## src/verilog/irsu_params.svh

```systemverilog
// Constants for the interrupt and reset status unit.
// Included by the top, arbiter and reset controller design files; definitions only.
`ifndef IRSU_PARAMS_SVH
`define IRSU_PARAMS_SVH

// Register addresses in I/O space
`define IRSU_SP_ADDR        6'h3D
`define IRSU_PSW_ADDR       6'h3F
// Status word bit positions
`define IRSU_BIT_IEN        7
`define IRSU_BIT_TSTORE     6
`define IRSU_BIT_HALF       5
`define IRSU_BIT_SIGN       4
`define IRSU_BIT_OVF        3
`define IRSU_BIT_NEG        2
`define IRSU_BIT_ZERO       1
`define IRSU_BIT_CARRY      0
// Reset values
`define IRSU_SP_RESET       8'h00
`define IRSU_PSW_RESET      8'h00
`define IRSU_RESET_VECTOR   12'h000
// Interrupt sources (vectors 1..11)
`define IRSU_NUM_SRC        11
// Reset pin low time, ns, and the clock period, ns
`define IRSU_PIN_LOW_NS     50
`define IRSU_CLK_NS         20
// Least time rounds up to whole cycles
`define IRSU_PIN_LOW_CYC    ((`IRSU_PIN_LOW_NS + `IRSU_CLK_NS - 1) / `IRSU_CLK_NS)
// Start-up delay in cycles after a reset ends
`define IRSU_STARTUP_CYC    16
// Shortened clock-counting delay after power-down wake-up
`define IRSU_WAKE_CYC       6

`endif

```

## src/verilog/irsu_pkg.sv

```systemverilog
// Types shared by the interrupt and reset status unit.
// Compiled before every module of the unit.
`default_nettype none
package irsu_pkg;
   // Stack pointer step requests
   typedef enum logic [2:0] {
      IRSU_SP_NONE,
      IRSU_SP_PUSH1,
      IRSU_SP_PUSH2,
      IRSU_SP_POP1,
      IRSU_SP_POP2
   } irsu_sp_op_t;
   // Start-up sequencer states
   typedef enum logic [1:0] {
      IRSU_RST_HOLD,
      IRSU_RST_DELAY,
      IRSU_RST_RUN
   } irsu_rst_state_t;
endpackage
`default_nettype wire

```

## src/verilog/irsu_arb_if.sv

```systemverilog
// Interface between the top and the vector arbiter.
// Same clock domain on both ends.
`default_nettype none
interface irsu_arb_if;
   logic [10:0] pend;
   logic [10:0] en;
   logic        gie;
   logic        req;
   logic [11:0] vector;
   modport arb (input pend, input en, input gie, output req, output vector);
   modport top (output pend, output en, output gie, input req, input vector);
endinterface
`default_nettype wire

```

## src/verilog/irsu_top.sv

```systemverilog
// Function
// - No interrupt is taken while global enable bit 7 is zero.
// - Taking an interrupt clears global enable; interrupt return sets it.
// - Set and clear instructions write the global enable bit.
// - Bit 6 stores one bit via bit-store, read back by bit-load.
// - Bit 4 always equals negative XOR overflow.
// - Flags: half 5, overflow 3, negative 2, zero 1, carry 0.
// - Stack pointer falls by one per byte, two per return address.
// - Stack pointer rises by one per byte, two per return address.
// - A source needs its own enable and the global enable.
// - Vectors 0x001..0x00B in the fixed source order.
// - Lowest vector address wins among simultaneous requests.
// - Reset from power-on, pin, watchdog or brown-out.
// - Pin low over 50 ns resets only when the disable fuse is one.
// - Watchdog expiry resets only while the watchdog is enabled.
// - Reset restores registers and restarts fetch at 0x000.
// - Power-down wake uses only the clock-counting start-up delay.
// - Watchdog reset is one cycle; delay starts at its end.
//
// Top of the interrupt, reset and status unit.
// Core drives instruction strobes in the CPU clock domain; pins are async.
`include "irsu_params.svh"
`default_nettype none
module irsu_top
   import irsu_pkg::*;
(
   input  wire logic        CLOCK_I,
   input  wire logic        NRST_I,
   input  wire logic        POR_I,
   input  wire logic        RESET_PIN_I,
   input  wire logic        RESET_PIN_DISABLE_FUSE_I,
   input  wire logic        WDT_EXPIRE_I,
   input  wire logic        WDT_ENABLE_I,
   input  wire logic        BROWNOUT_I,
   input  wire logic        WAKE_POWERDOWN_I,
   input  wire logic [10:0] IRQ_PEND_I,
   input  wire logic [10:0] IRQ_ENABLE_I,
   input  wire logic        IO_WR_I,
   input  wire logic [5:0]  IO_ADDR_I,
   input  wire logic [7:0]  IO_WDATA_I,
   output logic [7:0]       IO_RDATA_O,
   input  wire logic        SET_GIE_I,
   input  wire logic        CLR_GIE_I,
   input  wire logic        IRET_I,
   input  wire logic        RET_I,
   input  wire logic        CALL_I,
   input  wire logic        PUSH_I,
   input  wire logic        POP_I,
   input  wire logic        BIT_STORE_I,
   input  wire logic        BIT_STORE_VAL_I,
   input  wire logic        FLAG_WR_I,
   input  wire logic        FLAG_HALF_I,
   input  wire logic        FLAG_OVF_I,
   input  wire logic        FLAG_NEG_I,
   input  wire logic        FLAG_ZERO_I,
   input  wire logic        FLAG_CARRY_I,
   input  wire logic        IRQ_ACCEPT_I,
   output logic [7:0]       STATUS_WORD_O,
   output logic [7:0]       STACK_PTR_O,
   output logic             TSTORE_O,
   output logic             IRQ_REQ_O,
   output logic [11:0]      IRQ_VECTOR_O,
   output logic             IRQ_TAKEN_O,
   output logic             CORE_RESET_O,
   output logic [11:0]      FETCH_ADDR_O,
   output logic             FETCH_LOAD_O,
   output logic             WDT_RESET_PULSE_O
);
   typedef struct packed {
      logic [2:0]  pin_sync;
      logic        pin_low;
      logic [7:0]  psw;
      logic [7:0]  sp;
      logic [7:0]  rdata;
      logic        taken;
      logic [11:0] fetch;
      logic        fload;
      logic        was_rst;
   } irsu_top_t;

   irsu_top_t   r;
   irsu_top_t   next_r;
   logic [1:0]  rst_sync;
   logic        rst_n;
   logic        core_rst;
   logic        wdt_pulse;
   irsu_sp_op_t sp_op;
   logic        take;
   logic        gie;
   irsu_arb_if  arb ();

   // Release the async reset through two flip-flops
   always_ff @(posedge CLOCK_I or negedge NRST_I) begin
      if (!NRST_I) begin
         rst_sync <= 2'b00;
      end else begin
         rst_sync <= {rst_sync[0], 1'b1};
      end
   end
   assign rst_n = rst_sync[1];

   irsu_reset_ctl u_rst (
      .clk_i        (CLOCK_I),
      .rst_n_i      (rst_n),
      .por_i        (POR_I),
      .pin_low_i    (r.pin_low),
      .pin_dis_i    (!RESET_PIN_DISABLE_FUSE_I),
      .wdt_expire_i (WDT_EXPIRE_I),
      .wdt_en_i     (WDT_ENABLE_I),
      .bod_i        (BROWNOUT_I),
      .wake_i       (WAKE_POWERDOWN_I),
      .core_rst_o   (core_rst),
      .wdt_pulse_o  (wdt_pulse)
   );

   // Arbiter hookup
   assign gie = r.psw[`IRSU_BIT_IEN];
   assign arb.pend = IRQ_PEND_I;
   assign arb.en = IRQ_ENABLE_I;
   assign arb.gie = gie;
   irsu_arbiter u_arb (
      .arb (arb)
   );

   // Interrupt entry when the core accepts an offered request
   assign take = arb.req && IRQ_ACCEPT_I && !core_rst;

   // Stack step selection; interrupt entry and call push two bytes
   always_comb begin
      if (take || CALL_I) begin
         sp_op = IRSU_SP_PUSH2;
      end else if (RET_I || IRET_I) begin
         sp_op = IRSU_SP_POP2;
      end else if (PUSH_I) begin
         sp_op = IRSU_SP_PUSH1;
      end else if (POP_I) begin
         sp_op = IRSU_SP_POP1;
      end else begin
         sp_op = IRSU_SP_NONE;
      end
   end

   // Next-state logic
   always_comb begin
      next_r = r;
      // Pin passes three flops; low counts once stages 2 and 3 agree
      next_r.pin_sync = {r.pin_sync[1:0], RESET_PIN_I};
      if (r.pin_sync[2] == r.pin_sync[1]) begin
         next_r.pin_low = !r.pin_sync[2];
      end
      next_r.taken = 1'b0;
      next_r.fload = 1'b0;
      next_r.was_rst = core_rst;
      // Arithmetic flags from the ALU
      if (FLAG_WR_I) begin
         next_r.psw[`IRSU_BIT_HALF] = FLAG_HALF_I;
         next_r.psw[`IRSU_BIT_OVF] = FLAG_OVF_I;
         next_r.psw[`IRSU_BIT_NEG] = FLAG_NEG_I;
         next_r.psw[`IRSU_BIT_ZERO] = FLAG_ZERO_I;
         next_r.psw[`IRSU_BIT_CARRY] = FLAG_CARRY_I;
      end
      if (BIT_STORE_I) begin
         next_r.psw[`IRSU_BIT_TSTORE] = BIT_STORE_VAL_I;
      end
      if (SET_GIE_I) begin
         next_r.psw[`IRSU_BIT_IEN] = 1'b1;
      end
      if (CLR_GIE_I) begin
         next_r.psw[`IRSU_BIT_IEN] = 1'b0;
      end
      if (IRET_I) begin
         next_r.psw[`IRSU_BIT_IEN] = 1'b1;
      end
      // Stack pointer stepping
      unique case (sp_op)
         IRSU_SP_NONE:  next_r.sp = r.sp;
         IRSU_SP_PUSH1: next_r.sp = r.sp - 8'h01;
         IRSU_SP_PUSH2: next_r.sp = r.sp - 8'h02;
         IRSU_SP_POP1:  next_r.sp = r.sp + 8'h01;
         IRSU_SP_POP2:  next_r.sp = r.sp + 8'h02;
         default:       next_r.sp = r.sp;
      endcase
      // I/O writes from software
      if (IO_WR_I && IO_ADDR_I == `IRSU_SP_ADDR) begin
         next_r.sp = IO_WDATA_I;
      end
      if (IO_WR_I && IO_ADDR_I == `IRSU_PSW_ADDR) begin
         next_r.psw = IO_WDATA_I;
      end
      // Interrupt entry overrides any enable set in the same cycle
      if (take) begin
         next_r.psw[`IRSU_BIT_IEN] = 1'b0;
         next_r.taken = 1'b1;
         next_r.fetch = arb.vector;
         next_r.fload = 1'b1;
      end
      // Sign bit always derived
      next_r.psw[`IRSU_BIT_SIGN] =
         next_r.psw[`IRSU_BIT_NEG] ^ next_r.psw[`IRSU_BIT_OVF];
      // Read data port
      if (IO_ADDR_I == `IRSU_SP_ADDR) begin
         next_r.rdata = next_r.sp;
      end else if (IO_ADDR_I == `IRSU_PSW_ADDR) begin
         next_r.rdata = next_r.psw;
      end else begin
         next_r.rdata = 8'h00;
      end
      // Core reset restores status word, stack pointer and read data and points fetch at zero
      if (core_rst) begin
         next_r.psw = `IRSU_PSW_RESET;
         next_r.sp = `IRSU_SP_RESET;
         next_r.fetch = `IRSU_RESET_VECTOR;
         next_r.rdata = 8'h00;
      end else if (r.was_rst) begin
         next_r.fload = 1'b1;
      end
   end

   always_ff @(posedge CLOCK_I or negedge rst_n) begin
      if (!rst_n) begin
         r <= '{pin_sync: 3'b111, pin_low: 1'b0, psw: `IRSU_PSW_RESET,
                sp: `IRSU_SP_RESET, rdata: 8'h00, taken: 1'b0,
                fetch: `IRSU_RESET_VECTOR, fload: 1'b0, was_rst: 1'b1};
      end else begin
         r <= next_r;
      end
   end

   // Outputs
   assign IO_RDATA_O = r.rdata;
   assign STATUS_WORD_O = r.psw;
   assign STACK_PTR_O = r.sp;
   assign TSTORE_O = r.psw[`IRSU_BIT_TSTORE];
   assign IRQ_REQ_O = arb.req && !core_rst;
   assign IRQ_VECTOR_O = arb.vector;
   assign IRQ_TAKEN_O = r.taken;
   assign CORE_RESET_O = core_rst;
   assign FETCH_ADDR_O = r.fetch;
   assign FETCH_LOAD_O = r.fload;
   assign WDT_RESET_PULSE_O = wdt_pulse;
endmodule
`default_nettype wire

```

## src/verilog/irsu_arbiter.sv

```systemverilog
// Fixed-priority vector arbiter, lowest vector wins.
// Purely combinational; pend and enable come straight from the top's ports, gie from its status register.
`include "irsu_params.svh"
`default_nettype none
module irsu_arbiter
   import irsu_pkg::*;
(
   irsu_arb_if.arb arb
);
   logic [10:0] live;
   // Source gated by its own enable and the global enable
   assign live = arb.pend & arb.en & {11{arb.gie}};
   assign arb.req = |live;
   // Lowest set index first; source i sits at vector i+1
   always_comb begin
      arb.vector = `IRSU_RESET_VECTOR;
      for (int i = `IRSU_NUM_SRC - 1; i >= 0; i--) begin
         if (live[i]) begin
            arb.vector = 12'(i + 1);
         end
      end
   end
endmodule
`default_nettype wire

```

## src/verilog/irsu_reset_ctl.sv

```systemverilog
// Reset combiner and start-up delay sequencer.
// Pin input already synchronised; other sources are clock-domain levels.
`include "irsu_params.svh"
`default_nettype none
module irsu_reset_ctl
   import irsu_pkg::*;
(
   input  wire logic clk_i,
   input  wire logic rst_n_i,
   input  wire logic por_i,
   input  wire logic pin_low_i,
   input  wire logic pin_dis_i,
   input  wire logic wdt_expire_i,
   input  wire logic wdt_en_i,
   input  wire logic bod_i,
   input  wire logic wake_i,
   output logic      core_rst_o,
   output logic      wdt_pulse_o
);
   typedef struct packed {
      irsu_rst_state_t st;
      logic [4:0]      cnt;
      logic [2:0]      low;
      logic            wpulse;
      logic            wake;
   } irsu_rc_t;
   irsu_rc_t r;
   irsu_rc_t next_r;
   logic     pin_rst;
   logic     src;

   // Combine all reset sources
   always_comb begin
      next_r = r;
      pin_rst = 1'b0;
      // Count pin low time only when the pin is a reset pin
      if (pin_low_i && !pin_dis_i) begin
         if (r.low != 3'(`IRSU_PIN_LOW_CYC)) begin
            next_r.low = r.low + 3'd1;
         end
      end else begin
         next_r.low = 3'd0;
      end
      pin_rst = (r.low == 3'(`IRSU_PIN_LOW_CYC));
      // One-cycle watchdog pulse, only while enabled
      next_r.wpulse = wdt_expire_i && wdt_en_i && !r.wpulse;
      src = por_i || pin_rst || r.wpulse || bod_i;
      if (wake_i) begin
         next_r.wake = 1'b1;
      end
      unique case (r.st)
         IRSU_RST_HOLD: begin
            next_r.cnt = 5'd0;
            if (!src) begin
               next_r.st = IRSU_RST_DELAY;
            end
         end
         IRSU_RST_DELAY: begin
            next_r.cnt = r.cnt + 5'd1;
            if (src) begin
               next_r.st = IRSU_RST_HOLD;
            end else if (r.cnt == 5'(`IRSU_STARTUP_CYC - 1)) begin
               next_r.st = IRSU_RST_RUN;
            end
         end
         IRSU_RST_RUN: begin
            next_r.cnt = 5'd0;
            if (src) begin
               next_r.st = IRSU_RST_HOLD;
            end else if (r.wake) begin
               // Power-down wake: clock-counting delay only
               next_r.wake = 1'b0;
               next_r.st = IRSU_RST_DELAY;
               next_r.cnt = 5'(`IRSU_STARTUP_CYC - `IRSU_WAKE_CYC);
            end
         end
      endcase
   end

   always_ff @(posedge clk_i or negedge rst_n_i) begin
      if (!rst_n_i) begin
         r <= '{st: IRSU_RST_HOLD, cnt: 5'd0, low: 3'd0, wpulse: 1'b0, wake: 1'b0};
      end else begin
         r <= next_r;
      end
   end

   assign core_rst_o = (r.st != IRSU_RST_RUN) || r.wake;
   assign wdt_pulse_o = r.wpulse;
endmodule
`default_nettype wire

```

## config.mk

```make
export PLATFORM = sky130hd
export DESIGN_NAME = irsu_top
export DESIGN_NICKNAME = d
export VERILOG_FILES = /design/src/verilog/irsu_pkg.sv /design/src/verilog/irsu_arb_if.sv /design/src/verilog/irsu_top.sv /design/src/verilog/irsu_arbiter.sv /design/src/verilog/irsu_reset_ctl.sv
export VERILOG_INCLUDE_DIRS = /design/src /design/src/verilog
export SDC_FILE = /design/constraint.sdc
export NUM_CORES = 1
export LEC_CHECK = 0
export ABC_CLOCK_PERIOD_IN_PS = 2300
export CAP_MARGIN = 20
export CELL_PAD_IN_SITES_DETAIL_PLACEMENT = 0
export CELL_PAD_IN_SITES_GLOBAL_PLACEMENT = 1
export CORE_MARGIN = 2
export CORE_UTILIZATION = 48
export DETAILED_ROUTE_END_ITERATION = 16
export DONT_BUFFER_PORTS = 1
export PLACE_DENSITY = 0.81
export SLEW_MARGIN = 20
export SYNTH_ARGS = -nofsm -noshare
export SYNTH_HDL_FRONTEND = slang
export SYNTH_HIERARCHICAL = 1
export SYNTH_SLANG_ARGS = --single-unit
```

## constraint.sdc

```tcl
create_clock -name CLOCK_I -period 2.3 [get_ports CLOCK_I]
set_input_delay 0.115 -clock CLOCK_I [delete_from_list [all_inputs] [get_ports CLOCK_I]]
set_output_delay 0.115 -clock CLOCK_I [all_outputs]
set_load 0.05 [all_outputs]
```

# == Word level (Yosys, flattened, before mapping) ==
# Cells that the tools add are included.
# op_classes
addsub,6
eq_ne,17
mux,45
n_bitwise,3
n_reduce_logical,21
# ops
op,n
2-to-1 mux 4 bit,12
2-to-1 mux 8 bit,4
case mux 8 bit (4 select lines),1
2-to-1 mux 24 bit,1
AND 11 bit,2
case mux 7 bit (3 select lines),1
2-to-1 mux 14 bit,1
== test 6 bit (second input constant),2
2-to-1 mux 1 bit,12
2-to-1 mux 12 bit,1
2-to-1 mux 2 bit,6
2-to-1 mux 3 bit,4
OR reduction 11 bit,1
== test 3 x 2 -> 1 bit (second input constant),3
adder 8 x 1 -> 8 bit (second input constant),1
adder 8 x 2 -> 8 bit (second input constant),1
logical AND 1 bit,8
subtractor 8 x 1 -> 8 bit (second input constant),1
subtractor 8 x 2 -> 8 bit (second input constant),1
2-to-1 mux 7 bit,1
logical OR 1 bit,6
inequality test 2 bit (second input constant),3
inequality test 3 x 1 -> 1 bit (second input constant),2
adder 5 x 1 -> 5 bit (second input constant),1
14 further kinds,16
# totals
reg_bits,57
output_inout_bits,54
elab_cells,107

# == Logic depth before layout (Yosys ltp) ==
# depth
depth_word,16
mapped_depth,16
mapped_depth_nobuf,15

# == Modules after synthesis ==
# Netlist, hierarchy kept.
# modules_own_cells
mod,instances,cells_per_inst,area_each_um2
irsu_top,1,339,2996.6
irsu_reset_ctl,1,55,619.3
irsu_arbiter,1,42,259.0

# == Worst setup path after synthesis ==
# Ideal clock, no wire load.
# synth_path
path_type,register -> register
from,reg u_rst/r[10] in the netlist's numbering
to,reg r (netlist bit STACK_PTR_O[7])
setup_time_ns,0.139
arrival_time_ns,3.485
path_slack_ns,-1.324
path_stages_with_launch,16
path_buffers,2
path_cell_list,dfrtp_1 > inv_1 > ha_1 > nand2b_1 > buf_6 > and3b_2 > nor4_2 > buf_4 > nand2_1 > ha_1 > a21o_1 > o21ai_1 > a21oi_1 > or3_1 > a31oi_2 > a311oi_2
# synth_lines
item,line,text
"start, declared",irsu_reset_ctl.sv:27,irsu_rc_t r;
"start signal, assigned",irsu_reset_ctl.sv:82,"r <= '{st: IRSU_RST_HOLD, cnt: 5'd0, low: 3'd0, wpulse: 1'b0, wake: 1'b0};"
"start signal, assigned",irsu_reset_ctl.sv:84,r <= next_r;
"end signal, assigned",irsu_top.sv:221,"r <= '{pin_sync: 3'b111, pin_low: 1'b0, psw: `IRSU_PSW_RESET,"
"end signal, assigned",irsu_top.sv:225,r <= next_r;
"end, declared",irsu_top.sv:81,irsu_top_t r;

==> results_dict.tcl <==
set metrics [dict create \
    status "finished, violations left" \
    violations "setup timing" \
    reg2reg_from "STATUS_WORD_O[7]" \
    grt_pass1_wl_um 16640 \
    rsz0062_at_grt "true" \
    cts_sinks 57 \
    avgSynthCellArea_um2 8.888 \
    clock.fmax_ghz 0.3272 \
    grt_usage 0.2414 \
    grt-ovfl-total 0 \
    synthCells 436 \
    vias 3224 \
    ys_seq_area_frac 0.3694 \
    cp.required_ns 2.47 \
    async_flop_share 1.000 \
    drtIter0Drc 153 \
    dp_hpwl_um 7184 \
    start_util 0.4989 \
    cts_buffers 9 \
    core_um2 7767 \
    period_share 1.329 \
    die_w_um 93.85 \
    layout-drive-gt1-share 0.3430 \
    synth_edf_count 0 \
    setup_viol 15 \
    min-delay-path-class "primary input to flip-flop" \
    cts_tree "built" \
    fin_skew_ns 0.006661 \
    io_pins 116 \
    num_rows 32 \
    setup-tns-final_ns -9.364 \
    cp.arrival_ns 3.23 \
    port_buffers 0 \
    end_kind "flip-flop" \
    critPathCapture "STACK_PTR_O[7]" \
    powerDensity_nw_per_um2 524.0 \
    ir_drop_mv 0.4837 \
    final_area_um2 5002 \
    critPathKind "flip-flop to flip-flop" \
    grt_max_degree 40 \
    pre_cts_slack_ns -0.8471 \
    ys_warn_count 6 \
    reg2reg_slack_ns -0.76 \
    antenna_found_initial 0 \
    antenna_cells 0 \
    reg2regPathDepth 14 \
    totalPowerFinal_w 0.002621 \
    fin_nets 562 \
    relSlewSlack 0.4228 \
    ys_ff_latch 57 \
    htree_levels 3 \
    dominantRegCellSynth "dfrtp_1" \
    crit_start "STATUS_WORD_O[7]" \
    drt-vias-per-instance 5.502 \
    antenna_left 0 \
    dieHeight_um 93.85 \
    path_clk_slew_ns 0.06 \
    grt_pass1_vias 3356 \
    tightest_slew_ns 0.8658 \
    slew_viol_final 0 \
    cts.path.max_buffers 2 \
    clk_latency_ns 0.33 \
    drc_errors 0 \
    leakagePower_nw 2.241 \
    place.gp.congestion 0.8142 \
    maxCapViolCount 0 \
    reg2reg_to "STACK_PTR_O[7]" \
    wl_per_cell_um 17.34 \
    path_max_fanout 8 \
    dieArea_um2 8808 \
    period_needed_ns 3.056 \
    routed_wl_um 10160 \
    synth.distinct_cells 63 \
    setup_slack_ns -0.7563 \
    netlist_area_um2 3875 \
    placed_cell_area_um2 4173 \
    final_util 0.6440 \
    hold_violations 0 \
    dr.pass1.iters 4 \
    worst_setup_path_start_kind "flip-flop" \
    cts-root-buf "clkbuf_8" \
    area_growth_pct 29.09 \
]
final cells by class:
class	instances	area, um2
fillers	657	2765
multi-input cells	311	2466
flip-flops and latches	57	1434
repair buffers	86	708.2
clock buffers	13	148.9
well taps	102	127.6
clock inverters	3	65.06
inverters	14	52.55
repair_timing:
item,CTS,global route
gates resized for setup,47,26
hold buffers,16,0
hold endpoints to repair,24,0
setup buffers,6,10
setup endpoints to repair,16,16
pin swaps,28,23
worst max-delay path: stages, from the launching register on:
cell and delay [ns]:
dfrtp_2 0.46, nand3_2 0.09, and4_1 0.21, nand2_1 0.08, and3b_2 0.25, nor4_4 0.12
buf_4 0.18, nand2_8 0.10, ha_4 0.28, and3_4 0.20, o21ai_4 0.15, a21oi_2 0.08
or3_4 0.37, a31oi_2 0.18, a311oi_2 0.12
layout by cell type, fill, tap and decap left out, drive strengths merged, types with 5 or more instances in the layout:
cell / count
a211oi: 7
a21o: 6
a21oi: 29
a22o: 6
a31oi: 6
buf: 70
clkbuf: 13
conb: 9
dfrtp: 53
dlygate4sd3: 16
ha: 19
inv: 14
mux2i: 15
nand2: 53
nand2b: 5
nand3: 9
nor2: 50
nor2b: 6
o21a: 7
o21ai: 18
xnor2: 6
logic make-up after synthesis:
kind of cell / count (synthesis) / share of synthesized area
adder cells (fa/ha/maj): 21 / 0.07168
multiplexers: 19 / 0.05134
XOR/XNOR: 10 / 0.02260
AO/OA/AOI/OAI: 104 / 0.1818
flip-flops: 57 / 0.3694
buffers and inverters: 75 / 0.1211
other: 2 / 0.001938
AND/OR/NAND/NOR: 148 / 0.1802
per-stage QoR:
step | hold WS [ns] | cells
after floorplan | -0.1806 | 443
after global placement | -0.1805 | 540
after detailed placement | -0.1805 | 540
after CTS | 0.001296 | 577
after global routing | 0.02468 | 586
final | 0.03255 | 586
power breakdown:
part / switching, W / internal, W
registers: 0.0000477 / 0.00105
logic: 0.000248 / 0.000248
clock network: 0.000386 / 0.000639
total: 0.000682 / 0.00194
state kept, by name, summed over array words and instances (netlist names), 2 cells and up:
name / flops
r: 3
FETCH_ADDR_O: 12
STATUS_WORD_O: 8
rst_sync: 2
IO_RDATA_O: 8
next_r: 2
u_rst/r: 11
STACK_PTR_O: 8
worst min-delay path by stage:
stage,startpoint,end,slack (ns),depth (start not counted)
finish,IO_WDATA_I[3],STATUS_WORD_O[4],0.03,2
global route,IO_WDATA_I[3],STATUS_WORD_O[4],0.02,2
CTS,IO_WDATA_I[5],IO_RDATA_O[5],0.001,2
detailed placement,NRST_I,rst_sync[1],-0.18,0
global placement,NRST_I,rst_sync[0],-0.18,0
floorplan,NRST_I,rst_sync[0],-0.18,0
synthesized netlist by cell type, types with 3 or more instances:
cell type	instances	area (um2)
nor2b_1	6	37.54
and2_1	3	18.77
buf_4	47	352.8
nor2_1	48	180.2
dfrtp_1	53	1326
o21ai_0	12	60.06
a21o_1	6	45.04
dfstp_2	4	105.1
mux2_1	3	33.78
nand2b_1	5	31.28
mux2i_1	15	150.1
inv_1	13	48.80
a22o_1	5	43.79
xnor2_1	6	52.55
nand3_1	8	40.04
clkbuf_1	10	37.54
or3_1	4	25.02
nor3_1	4	20.02
nand2_1	53	198.9
a31oi_1	5	31.28
a21oi_1	29	145.1
buf_2	3	15.01
o22ai_1	3	18.77
xor2_1	4	35.03
o21a_1	7	52.55
o21ai_1	6	30.03
a211oi_1	7	52.55
ha_1	19	237.7
per-layer routing:
layer | part of all wire | GRT usage | vias to the layer above
li1 | - | - | 1554
met1 | 0.41 | 0.2891 | 1545
met2 | 0.50 | 0.4107 | 111
met3 | 0.077 | 0.08989 | 14
met4 | 0.014 | 0.05918 | 0
met5 | 0 | 0 | -
Note: power is estimated with default switching activity, not from simulation.
